--- config.mk ---
export PLATFORM = sky130hd
export DESIGN_NAME = fewp_ctrl
export DESIGN_NICKNAME = d
export VERILOG_FILES = /design/src/fewp_pkg.sv /design/src/fewp_ctrl.sv /design/src/fewp_pulse_timer.sv
export VERILOG_INCLUDE_DIRS = /design/src
export SDC_FILE = /design/constraint.sdc
export NUM_CORES = 1
export LEC_CHECK = 0
export BUFFER_PORTS_ARGS = -buffer_cell sky130_fd_sc_hd__buf_2
export CAP_MARGIN = 20
export CORE_MARGIN = 2
export CORE_UTILIZATION = 30
export CTS_BUF_LIST = sky130_fd_sc_hd__clkbuf_4 sky130_fd_sc_hd__clkbuf_8 sky130_fd_sc_hd__clkbuf_16
export CTS_CLUSTER_SIZE = 16
export DETAILED_ROUTE_END_ITERATION = 10
export SLEW_MARGIN = 20
export SYNTH_ARGS = -nofsm -noshare
export SYNTH_HDL_FRONTEND = slang
export SYNTH_SLANG_ARGS = --single-unit
--- constraint.sdc ---
create_clock -name ref_clk_i -period 3.1 [get_ports ref_clk_i]
set_input_delay 0 -clock ref_clk_i [delete_from_list [all_inputs] [get_ports ref_clk_i]]
set_output_delay 0 -clock ref_clk_i [all_outputs]
set_load 0.1 [all_outputs]
--- src/fewp_params.svh ---
// Constants for the flash erase window and protect controller
`ifndef FEWP_PARAMS_SVH
`define FEWP_PARAMS_SVH
`define FEWP_REG_CTRL      4'h0
`define FEWP_REG_ADDR      4'h1
`define FEWP_REG_WDATA     4'h2
`define FEWP_REG_RDATA     4'h3
`define FEWP_REG_STATUS    4'h4
`define FEWP_REG_IRQ_STAT  4'h5
`define FEWP_REG_IRQ_CLR   4'h6
`define FEWP_REG_IRQ_EN    4'h7
`define FEWP_CMD_WRITE     3'h1
`define FEWP_CMD_READ      3'h2
`define FEWP_CMD_PROTECT   3'h3
`define FEWP_CMD_UNPROTECT 3'h4
`define FEWP_CMD_HV_VERIFY 3'h5
`define FEWP_WINDOW_BIT    3
`define FEWP_POLL_BIT      7
`define FEWP_TOGGLE_BIT    6
`define FEWP_PROT_BIT      0
`define FEWP_HV_ADDR_BIT   9
`define FEWP_MODE_SEL_BIT  6
`define FEWP_ID_SEL_BIT    1
`define FEWP_CYCLE_NS      100
`define FEWP_STROBE_NS     200
`define FEWP_STROBE_CYC    ((`FEWP_STROBE_NS+`FEWP_CYCLE_NS-1)/`FEWP_CYCLE_NS)
`define FEWP_VLHT_US       4
`define FEWP_VLHT_CYC      (`FEWP_VLHT_US*1000/`FEWP_CYCLE_NS)
`define FEWP_WPP1_US       10
`define FEWP_WPP1_CYC      (`FEWP_WPP1_US*1000/`FEWP_CYCLE_NS)
`define FEWP_WPP2_MS       12
`define FEWP_WPP2_CYC      (`FEWP_WPP2_MS*1000000/`FEWP_CYCLE_NS)
`endif

--- src/fewp_pkg.sv ---
// Types for the flash erase window and protect controller
`default_nettype none
package fewp_pkg;
    typedef enum logic [2:0] {
        FEWP_IDLE, FEWP_SETUP, FEWP_STROBE, FEWP_HOLD, FEWP_DONE
    } fewp_state_e;
    typedef logic [18:0] fewp_addr_t;
    typedef logic [7:0]  fewp_data_t;
endpackage
`default_nettype wire

--- src/fewp_ctrl.sv ---
// Host-side controller driving the flash strobes, with Avalon-MM registers
`include "fewp_params.svh"
`default_nettype none
module fewp_ctrl
    import fewp_pkg::*;
(
    input  wire logic        ref_clk_i,
    input  wire logic        rst_n_i,
    input  wire logic [3:0]  avs_address,
    input  wire logic        avs_read,
    input  wire logic        avs_write,
    input  wire logic [31:0] avs_writedata,
    output logic [31:0]      avs_readdata,
    output logic             avs_waitrequest,
    output logic             irq_o,
    output logic [18:0]      flash_addr_o,
    output logic [7:0]       flash_dq_o,
    output logic             flash_dq_oe_o,
    input  wire logic [7:0]  flash_dq_i,
    output logic             flash_ce_n_o,
    output logic             flash_we_n_o,
    output logic             flash_oe_n_o,
    output logic             flash_hv_addr_o,
    output logic             flash_hv_oe_o
);
    fewp_state_e state_ff;
    fewp_state_e nxt_state;
    logic [2:0]  cmd_ff;
    fewp_addr_t  addr_ff;
    fewp_data_t  wdata_ff;
    fewp_data_t  rdata_ff;
    logic [31:0] rd_ff;
    logic        wait_ff;
    logic [2:0]  irq_stat_ff;
    logic [2:0]  irq_en_ff;
    logic        irq_ff;
    logic        ce_n_ff;
    logic        we_n_ff;
    logic        oe_n_ff;
    logic        dq_oe_ff;
    logic        hv_ff;
    logic        hv_oe_ff;
    fewp_addr_t  pin_addr_ff;
    logic        win_after_ff;
    logic [7:0]  dq_s1_ff;
    logic [7:0]  dq_s2_ff;
    logic        tmr_load;
    logic [17:0] tmr_count;
    logic        tmr_busy;
    logic        tmr_exp;

    fewp_pulse_timer u_tmr (
        .ref_clk_i (ref_clk_i),
        .rst_n_i   (rst_n_i),
        .load_i    (tmr_load),
        .count_i   (tmr_count),
        .busy_o    (tmr_busy),
        .expire_o  (tmr_exp)
    );

    // Bus decode
    // Transfer lands at the edge that sees waitrequest low
    wire acc      = (avs_read || avs_write) && !wait_ff;
    wire idle     = (state_ff == FEWP_IDLE);
    wire wr_ctrl  = acc && avs_write && avs_address == `FEWP_REG_CTRL;
    wire go       = wr_ctrl && idle && avs_writedata[2:0] != 3'h0;
    wire wr_addr  = acc && avs_write && avs_address == `FEWP_REG_ADDR;
    wire wr_wdata = acc && avs_write && avs_address == `FEWP_REG_WDATA;
    wire wr_clr   = acc && avs_write && avs_address == `FEWP_REG_IRQ_CLR;
    wire wr_en    = acc && avs_write && avs_address == `FEWP_REG_IRQ_EN;
    wire is_prot  = (cmd_ff == `FEWP_CMD_PROTECT);
    wire is_unpr  = (cmd_ff == `FEWP_CMD_UNPROTECT);
    wire hv_cmd   = is_prot || is_unpr || cmd_ff == `FEWP_CMD_HV_VERIFY;
    wire is_wr    = (cmd_ff == `FEWP_CMD_WRITE);
    wire strobe_w = is_wr || is_prot || is_unpr;
    wire done     = (state_ff == FEWP_DONE) && !tmr_busy;
    // Window bit sampled on reads and HV verifies: set on the first read after a write, it flags a lost add
    wire win_now  = rdata_ff[`FEWP_WINDOW_BIT];
    wire lost_add = done && cmd_ff == `FEWP_CMD_READ && win_after_ff && win_now;
    wire [2:0] evt = {lost_add, done && hv_cmd, done};
    wire [18:0] sel_mask = 19'h1 << `FEWP_MODE_SEL_BIT;
    wire [18:0] pin_addr = is_unpr ? (addr_ff | sel_mask) :
                           is_prot ? (addr_ff & ~sel_mask) :
                           addr_ff;

    wire [31:0] status_w = {22'h0, win_now, rdata_ff[`FEWP_POLL_BIT],
                            !idle, 7'h0};
    wire [31:0] rd_mux =
        (avs_address == `FEWP_REG_CTRL)     ? {29'h0, cmd_ff} :
        (avs_address == `FEWP_REG_ADDR)     ? {13'h0, addr_ff} :
        (avs_address == `FEWP_REG_WDATA)    ? {24'h0, wdata_ff} :
        (avs_address == `FEWP_REG_RDATA)    ? {24'h0, rdata_ff} :
        (avs_address == `FEWP_REG_STATUS)   ? status_w :
        (avs_address == `FEWP_REG_IRQ_STAT) ? {29'h0, irq_stat_ff} :
        (avs_address == `FEWP_REG_IRQ_EN)   ? {29'h0, irq_en_ff} : 32'h0;

    // Pulse length per phase
    wire [17:0] strobe_len = is_prot ? 18'(`FEWP_WPP1_CYC) :
                             is_unpr ? 18'(`FEWP_WPP2_CYC) :
                             18'(`FEWP_STROBE_CYC);
    wire [17:0] setup_len  = hv_cmd ? 18'(`FEWP_VLHT_CYC) :
                             18'(`FEWP_STROBE_CYC);

    always_comb
    begin
        nxt_state = state_ff;
        tmr_load  = 1'b0;
        tmr_count = setup_len;
        case (state_ff)
            FEWP_IDLE:
                if (go)
                begin
                    nxt_state = FEWP_SETUP;
                end
            FEWP_SETUP:
                if (tmr_exp)
                begin
                    tmr_load  = 1'b1;
                    tmr_count = strobe_len;
                    nxt_state = FEWP_STROBE;
                end
                else if (!tmr_busy)
                    tmr_load  = 1'b1;
            FEWP_STROBE:
                if (tmr_exp)
                begin
                    nxt_state = FEWP_HOLD;
                end
            FEWP_HOLD:
                if (!tmr_busy)
                begin
                    tmr_load  = 1'b1;
                    tmr_count = 18'(`FEWP_STROBE_CYC);
                    nxt_state = FEWP_DONE;
                end
            FEWP_DONE:
                if (!tmr_busy)
                begin
                    nxt_state = FEWP_IDLE;
                end
            default:
                nxt_state = FEWP_IDLE;
        endcase
    end

    wire strobing = (state_ff == FEWP_STROBE) && tmr_busy;

    always_ff @(posedge ref_clk_i)
    begin
        if (!rst_n_i)
        begin
            state_ff <= FEWP_IDLE;
            cmd_ff   <= 3'h0;
            addr_ff  <= 19'h0;
            wdata_ff <= 8'h0;
        end
        else
        begin
            state_ff <= nxt_state;
            cmd_ff   <= go ? avs_writedata[2:0] : cmd_ff;
            addr_ff  <= wr_addr ? avs_writedata[18:0] : addr_ff;
            wdata_ff <= wr_wdata ? avs_writedata[7:0] : wdata_ff;
        end
    end

    // Pin sequencing: strobes idle high, write only with output strobe high
    always_ff @(posedge ref_clk_i)
    begin
        if (!rst_n_i)
        begin
            ce_n_ff  <= 1'b1;
            we_n_ff  <= 1'b1;
            oe_n_ff  <= 1'b1;
            dq_oe_ff <= 1'b0;
            hv_ff    <= 1'b0;
            hv_oe_ff <= 1'b0;
            pin_addr_ff <= 19'h0;
        end
        else
        begin
            hv_ff    <= !idle && hv_cmd && state_ff != FEWP_DONE;
            hv_oe_ff <= !idle && (is_prot || is_unpr)
                        && state_ff != FEWP_DONE;
            pin_addr_ff <= pin_addr;
            // Reads keep chip enable low from strobe through capture
            ce_n_ff  <= !(strobing || (!strobe_w &&
                        (state_ff == FEWP_STROBE || state_ff == FEWP_HOLD)));
            we_n_ff  <= !(strobing && strobe_w);
            oe_n_ff  <= strobe_w || idle || state_ff == FEWP_DONE;
            dq_oe_ff <= is_wr && state_ff != FEWP_IDLE
                        && state_ff != FEWP_DONE;
        end
    end

    // Two-stage input sync; only stage two feeds logic
    always_ff @(posedge ref_clk_i)
    begin
        if (!rst_n_i)
        begin
            dq_s1_ff <= 8'h0;
            dq_s2_ff <= 8'h0;
        end
        else
        begin
            dq_s1_ff <= flash_dq_i;
            dq_s2_ff <= dq_s1_ff;
        end
    end

    always_ff @(posedge ref_clk_i)
    begin
        if (!rst_n_i)
        begin
            rdata_ff     <= 8'h0;
            win_after_ff <= 1'b0;
        end
        else if (state_ff == FEWP_HOLD && !strobe_w && !tmr_busy)
        begin
            rdata_ff <= dq_s2_ff;
        end
        else if (done && cmd_ff == `FEWP_CMD_WRITE)
        begin
            win_after_ff <= 1'b1;
        end
        else if (done && cmd_ff == `FEWP_CMD_READ)
        begin
            win_after_ff <= 1'b0;
        end
    end

    // Interrupt block; set wins over clear
    always_ff @(posedge ref_clk_i)
    begin
        if (!rst_n_i)
        begin
            irq_stat_ff <= 3'h0;
            irq_en_ff   <= 3'h0;
            irq_ff      <= 1'b0;
            wait_ff     <= 1'b1;
            rd_ff       <= 32'h0;
        end
        else
        begin
            irq_stat_ff <= evt | (irq_stat_ff &
                           ~(wr_clr ? avs_writedata[2:0] : 3'h0));
            irq_en_ff   <= wr_en ? avs_writedata[2:0] : irq_en_ff;
            irq_ff      <= |(irq_stat_ff & irq_en_ff);
            wait_ff     <= !((avs_read || avs_write) && wait_ff);
            rd_ff       <= rd_mux;
        end
    end

    assign avs_readdata    = rd_ff;
    assign avs_waitrequest = wait_ff;
    assign irq_o           = irq_ff;
    assign flash_addr_o    = pin_addr_ff;
    assign flash_dq_o      = wdata_ff;
    assign flash_dq_oe_o   = dq_oe_ff;
    assign flash_ce_n_o    = ce_n_ff;
    assign flash_we_n_o    = we_n_ff;
    assign flash_oe_n_o    = oe_n_ff;
    assign flash_hv_addr_o = hv_ff;
    assign flash_hv_oe_o   = hv_oe_ff;

    chk_write_oe_high: assert property (@(posedge ref_clk_i)
        disable iff (!rst_n_i) !flash_we_n_o |-> flash_oe_n_o)
        else $error("write strobe low while output strobe low");
    chk_write_ce_low: assert property (@(posedge ref_clk_i)
        disable iff (!rst_n_i) !flash_we_n_o |-> !flash_ce_n_o)
        else $error("write strobe without chip enable");
    chk_hv_on_prot: assert property (@(posedge ref_clk_i)
        disable iff (!rst_n_i)
        (!flash_we_n_o && is_prot) |-> flash_hv_addr_o)
        else $error("protect pulse without elevated voltage");
    chk_strobe_width: assert property (@(posedge ref_clk_i)
        disable iff (!rst_n_i)
        $fell(flash_we_n_o) |-> !flash_we_n_o [*2])
        else $error("write strobe shorter than minimum");
    chk_irq_level: assert property (@(posedge ref_clk_i)
        disable iff (!rst_n_i)
        |(irq_stat_ff & irq_en_ff) |=> irq_o)
        else $error("irq not raised");
    chk_dq_no_read: assert property (@(posedge ref_clk_i)
        disable iff (!rst_n_i) flash_dq_oe_o |-> flash_oe_n_o)
        else $error("data driven during read");
    chk_idle_pins: assert property (@(posedge ref_clk_i)
        disable iff (!rst_n_i)
        (idle && $past(idle)) |-> (flash_we_n_o && flash_ce_n_o))
        else $error("strobes active while idle");
    chk_bus_answer: assert property (@(posedge ref_clk_i)
        disable iff (!rst_n_i)
        (avs_read && avs_waitrequest) |=> !avs_waitrequest)
        else $error("bus answer late");
endmodule // fewp_ctrl
`default_nettype wire

--- src/fewp_pulse_timer.sv ---
// Down counter that times strobe, settle and protect pulses
`include "fewp_params.svh"
`default_nettype none
module fewp_pulse_timer
    import fewp_pkg::*;
(
    input  wire logic        ref_clk_i,
    input  wire logic        rst_n_i,
    input  wire logic        load_i,
    input  wire logic [17:0] count_i,
    output logic             busy_o,
    output logic             expire_o
);
    logic [17:0] cnt_ff;
    logic        exp_ff;
    wire         running = (cnt_ff != 18'h0);

    always_ff @(posedge ref_clk_i)
    begin
        if (!rst_n_i)
        begin
            cnt_ff <= 18'h0;
            exp_ff <= 1'b0;
        end
        else
        begin
            cnt_ff <= load_i ? count_i : (running ? cnt_ff - 18'h1 : cnt_ff);
            exp_ff <= !load_i && (cnt_ff == 18'h1);
        end
    end

    assign busy_o   = running;
    assign expire_o = exp_ff;
endmodule // fewp_pulse_timer
`default_nettype wire

==> results.tsv <==
metric	value	unit
# clock sinks	129	
Synth area leader	dfxtp_1	
Yosys reg bits	129	
DR vias	4207	
Netlist cell types	54	
Final Core Density	40.6	%
CP max FO	14	
Setup Buffers After CTS	0	
# rows	47	
buffers added on ports	88	
fmax	0.455	GHz
ys flop type	dfxtp_1	
maxcap violations	0	
final setup fails	0	
first-pass iteration count of the detailed router	5	
global route overflow	0	
worst hold path endpoint	avs_readdata[6]	
worst skew pair latency	0.41	ns
Initial Util	30.9	%
first-pass GRT wire length	19700	um
Peak VDD IR	328	uV
total track usage	13.8	%
Fin. Hold Viols	0	
reg-to-reg setup timing slack	0.90	ns
Area growth, synth to finish	31.4	%
hold_buf cts	30	
worst-case reg-to-reg path depth	8	
Worst-Margin Slew	0.773	ns
Slew Viols, Final	0	
setup_tns	0	ns
post-detail-place hpwl	8200	um
Min-Delay Path Class	in -> reg	
core area	16600	sq um
R2R Path End	u_tmr.cnt_ff[1]	
final wirelength	12200	um
syn_area_per_cell	9.14	sq um
Setup WS post-layout	0.902	ns
die width	135	um
initial antenna violation count	0	
die area	18200	sq um
CTS H-Tree Depth	4	
synthesized area	5130	sq um
Num CTS Buffers	17	
number of global-route vias before repair	3830	
Seq/Total Area, Yosys	50.3	%
Synth Instances	562	
Hold Crit Start	avs_address[0]	
Root Driver	clkbuf_16	
Die H	135	um
power per cell area	780	nW/um^2
share of cells above drive strength 1	20.1	%
classification of the worst setup path	reg -> reg	
synth warn	0	
Hold Path Cell Cnt	3	
Placer Congestion	0.790	
most frequent cells in the layout	dfxtp_1, buf_2, nand2_1, nor2_1, and2_1	
status	finished clean	
crit end category	register	
WL/cell	13.4	um
commonest non-fill, non-tap cell in the layout	dfxtp_1	
Post-synth EDFFs	0	
CP Data Required Time	3.40	ns
Startpoint Class	register	
min Tclk post-route	2.20	ns
Final Skew	0.00597	ns
Clock Pin Slew Worst Setup and Hold Paths	0.06	ns
initial DRC count	229	
pre-CTS WS	0.880	ns
unrepaired setup endpoints after global routing	false	
Final nets	727	
Arr. time, crit path	2.50	ns
drt drc	0	
Worst R2R Start	u_tmr.cnt_ff[0]	
post-CTS sizing	0	
CTS tree	built	
largest net degree at the start of global routing	74	
largest cells by area after synthesis	dfxtp_1, nand2_1, and2_1	
CTS Buffer Depth	2	
post-route ant nets	0	
Slew HR	48.5	%
I/O pin total	115	
P_leak	2.83	nW
ys async rst share	0	%
number of diodes	0	
fin crit share	70.9	%
Vias/cell	4.62	
post-synth top area share	50.3	%
[sequential cells by signal, summed over array words and instances, names as in the netlist, 3 cells and up]
name,cells
flash_addr_o,19
irq_stat_ff,3
dq_s2_ff,8
addr_ff,19
irq_en_ff,3
state_ff,3
flash_dq_o,8
rdata_ff,8
cmd_ff,3
avs_readdata,19
dq_s1_ff,8
u_tmr.cnt_ff,18
[worst max-delay path by stage]
stage | start | cells past startpoint | slack [ns] | to
after floorplan | u_tmr.cnt_ff[0] | 8 | 0.91 | u_tmr.cnt_ff[1]
after global placement | u_tmr.cnt_ff[4] | 6 | 0.93 | u_tmr.cnt_ff[1]
after detailed placement | u_tmr.cnt_ff[4] | 6 | 0.88 | rdata_ff[4]
after CTS | u_tmr.cnt_ff[4] | 6 | 0.86 | rdata_ff[4]
after global routing | u_tmr.cnt_ff[4] | 6 | 0.68 | rdata_ff[7]
final | u_tmr.cnt_ff[0] | 8 | 0.90 | u_tmr.cnt_ff[1]
[power breakdown]
group          total [W]  leakage [nW]  internal [W]  switching [W]
clock network    0.00233         0.333       0.00160       0.000732
logic            0.00106          1.45      0.000425       0.000631
registers        0.00188          1.05       0.00176       0.000115
total            0.00526          2.83       0.00378        0.00148
[cells in the mapped netlist, types with 2 or more instances]
cell,count
nor2b_1,22
and2_1,35
a31oi_1,3
ha_1,2
nand2_1,66
nand2b_1,11
or3_1,4
clkbuf_1,29
nand4_1,5
or4_1,4
nand3_1,19
xnor2_1,9
a21oi_1,23
xor2_1,5
dfxtp_1,129
o21ai_0,23
o31ai_1,3
mux2i_1,15
a21boi_0,23
nor4_4,3
o21a_1,5
and3_1,10
buf_2,2
a22oi_1,10
nor3b_1,2
nor3_1,8
buf_4,13
nor2_1,38
nor4_1,8
o211ai_1,3
inv_1,7
[worst max-delay path: stages, from the launching register on]
cell and delay (ns):
dfxtp_1 0.34, inv_1 0.10, ha_1 0.18, nor3b_2 0.16, buf_4 0.19, nand2_2 0.06, o31a_1 0.47, a311o_1 0.39
a32o_1 0.20
[per-layer routing]
layer	routed length, um	up-vias	global-route usage [%]
met1	5930	1945	18.1
met2	5590	111	21.8
li1	-	2137	-
met5	0	-	0
met3	545	14	3.53
met4	142	0	5.26
[kinds of logic after synthesis]
kind of cell / count (synthesis) / share of synthesized area [%]
compound gates: 106 / 13.6
xor+xnor: 14 / 2.39
fa+ha+maj: 2 / 0.487
buf+inv: 51 / 4.73
flops: 129 / 50.3
mux: 15 / 2.92
other cells: 1 / 0.0730
simple gates: 244 / 25.5
[cell type report]
type	count	area, sq um
clock buffer	18	433
clock inverter	14	262
inverter	7	26.3
fill	1673	9890
sequential	129	2580
multi-input combinational	394	2350
timing repair buffer	128	816
tap	220	275
[stage by stage]
| stage | power, W | instance area, sq um | instances | hold WS, ns |
|---|---|---|---|---|
| 2_1_floorplan | 0.00269 | 5180 | 574 | 0.116 |
| 3_3_place_gp | 0.00293 | 5750 | 848 | 0.208 |
| 3_5_place_dp | 0.00293 | 5750 | 848 | 0.211 |
| 4_1_cts | 0.00530 | 6750 | 910 | 0.0357 |
| 5_1_grt | 0.00551 | 6750 | 910 | 0.0753 |
| 6_report | 0.00526 | 6750 | 910 | 0.0532 |
No activity file was read; power rests on OpenSTA's default activity.
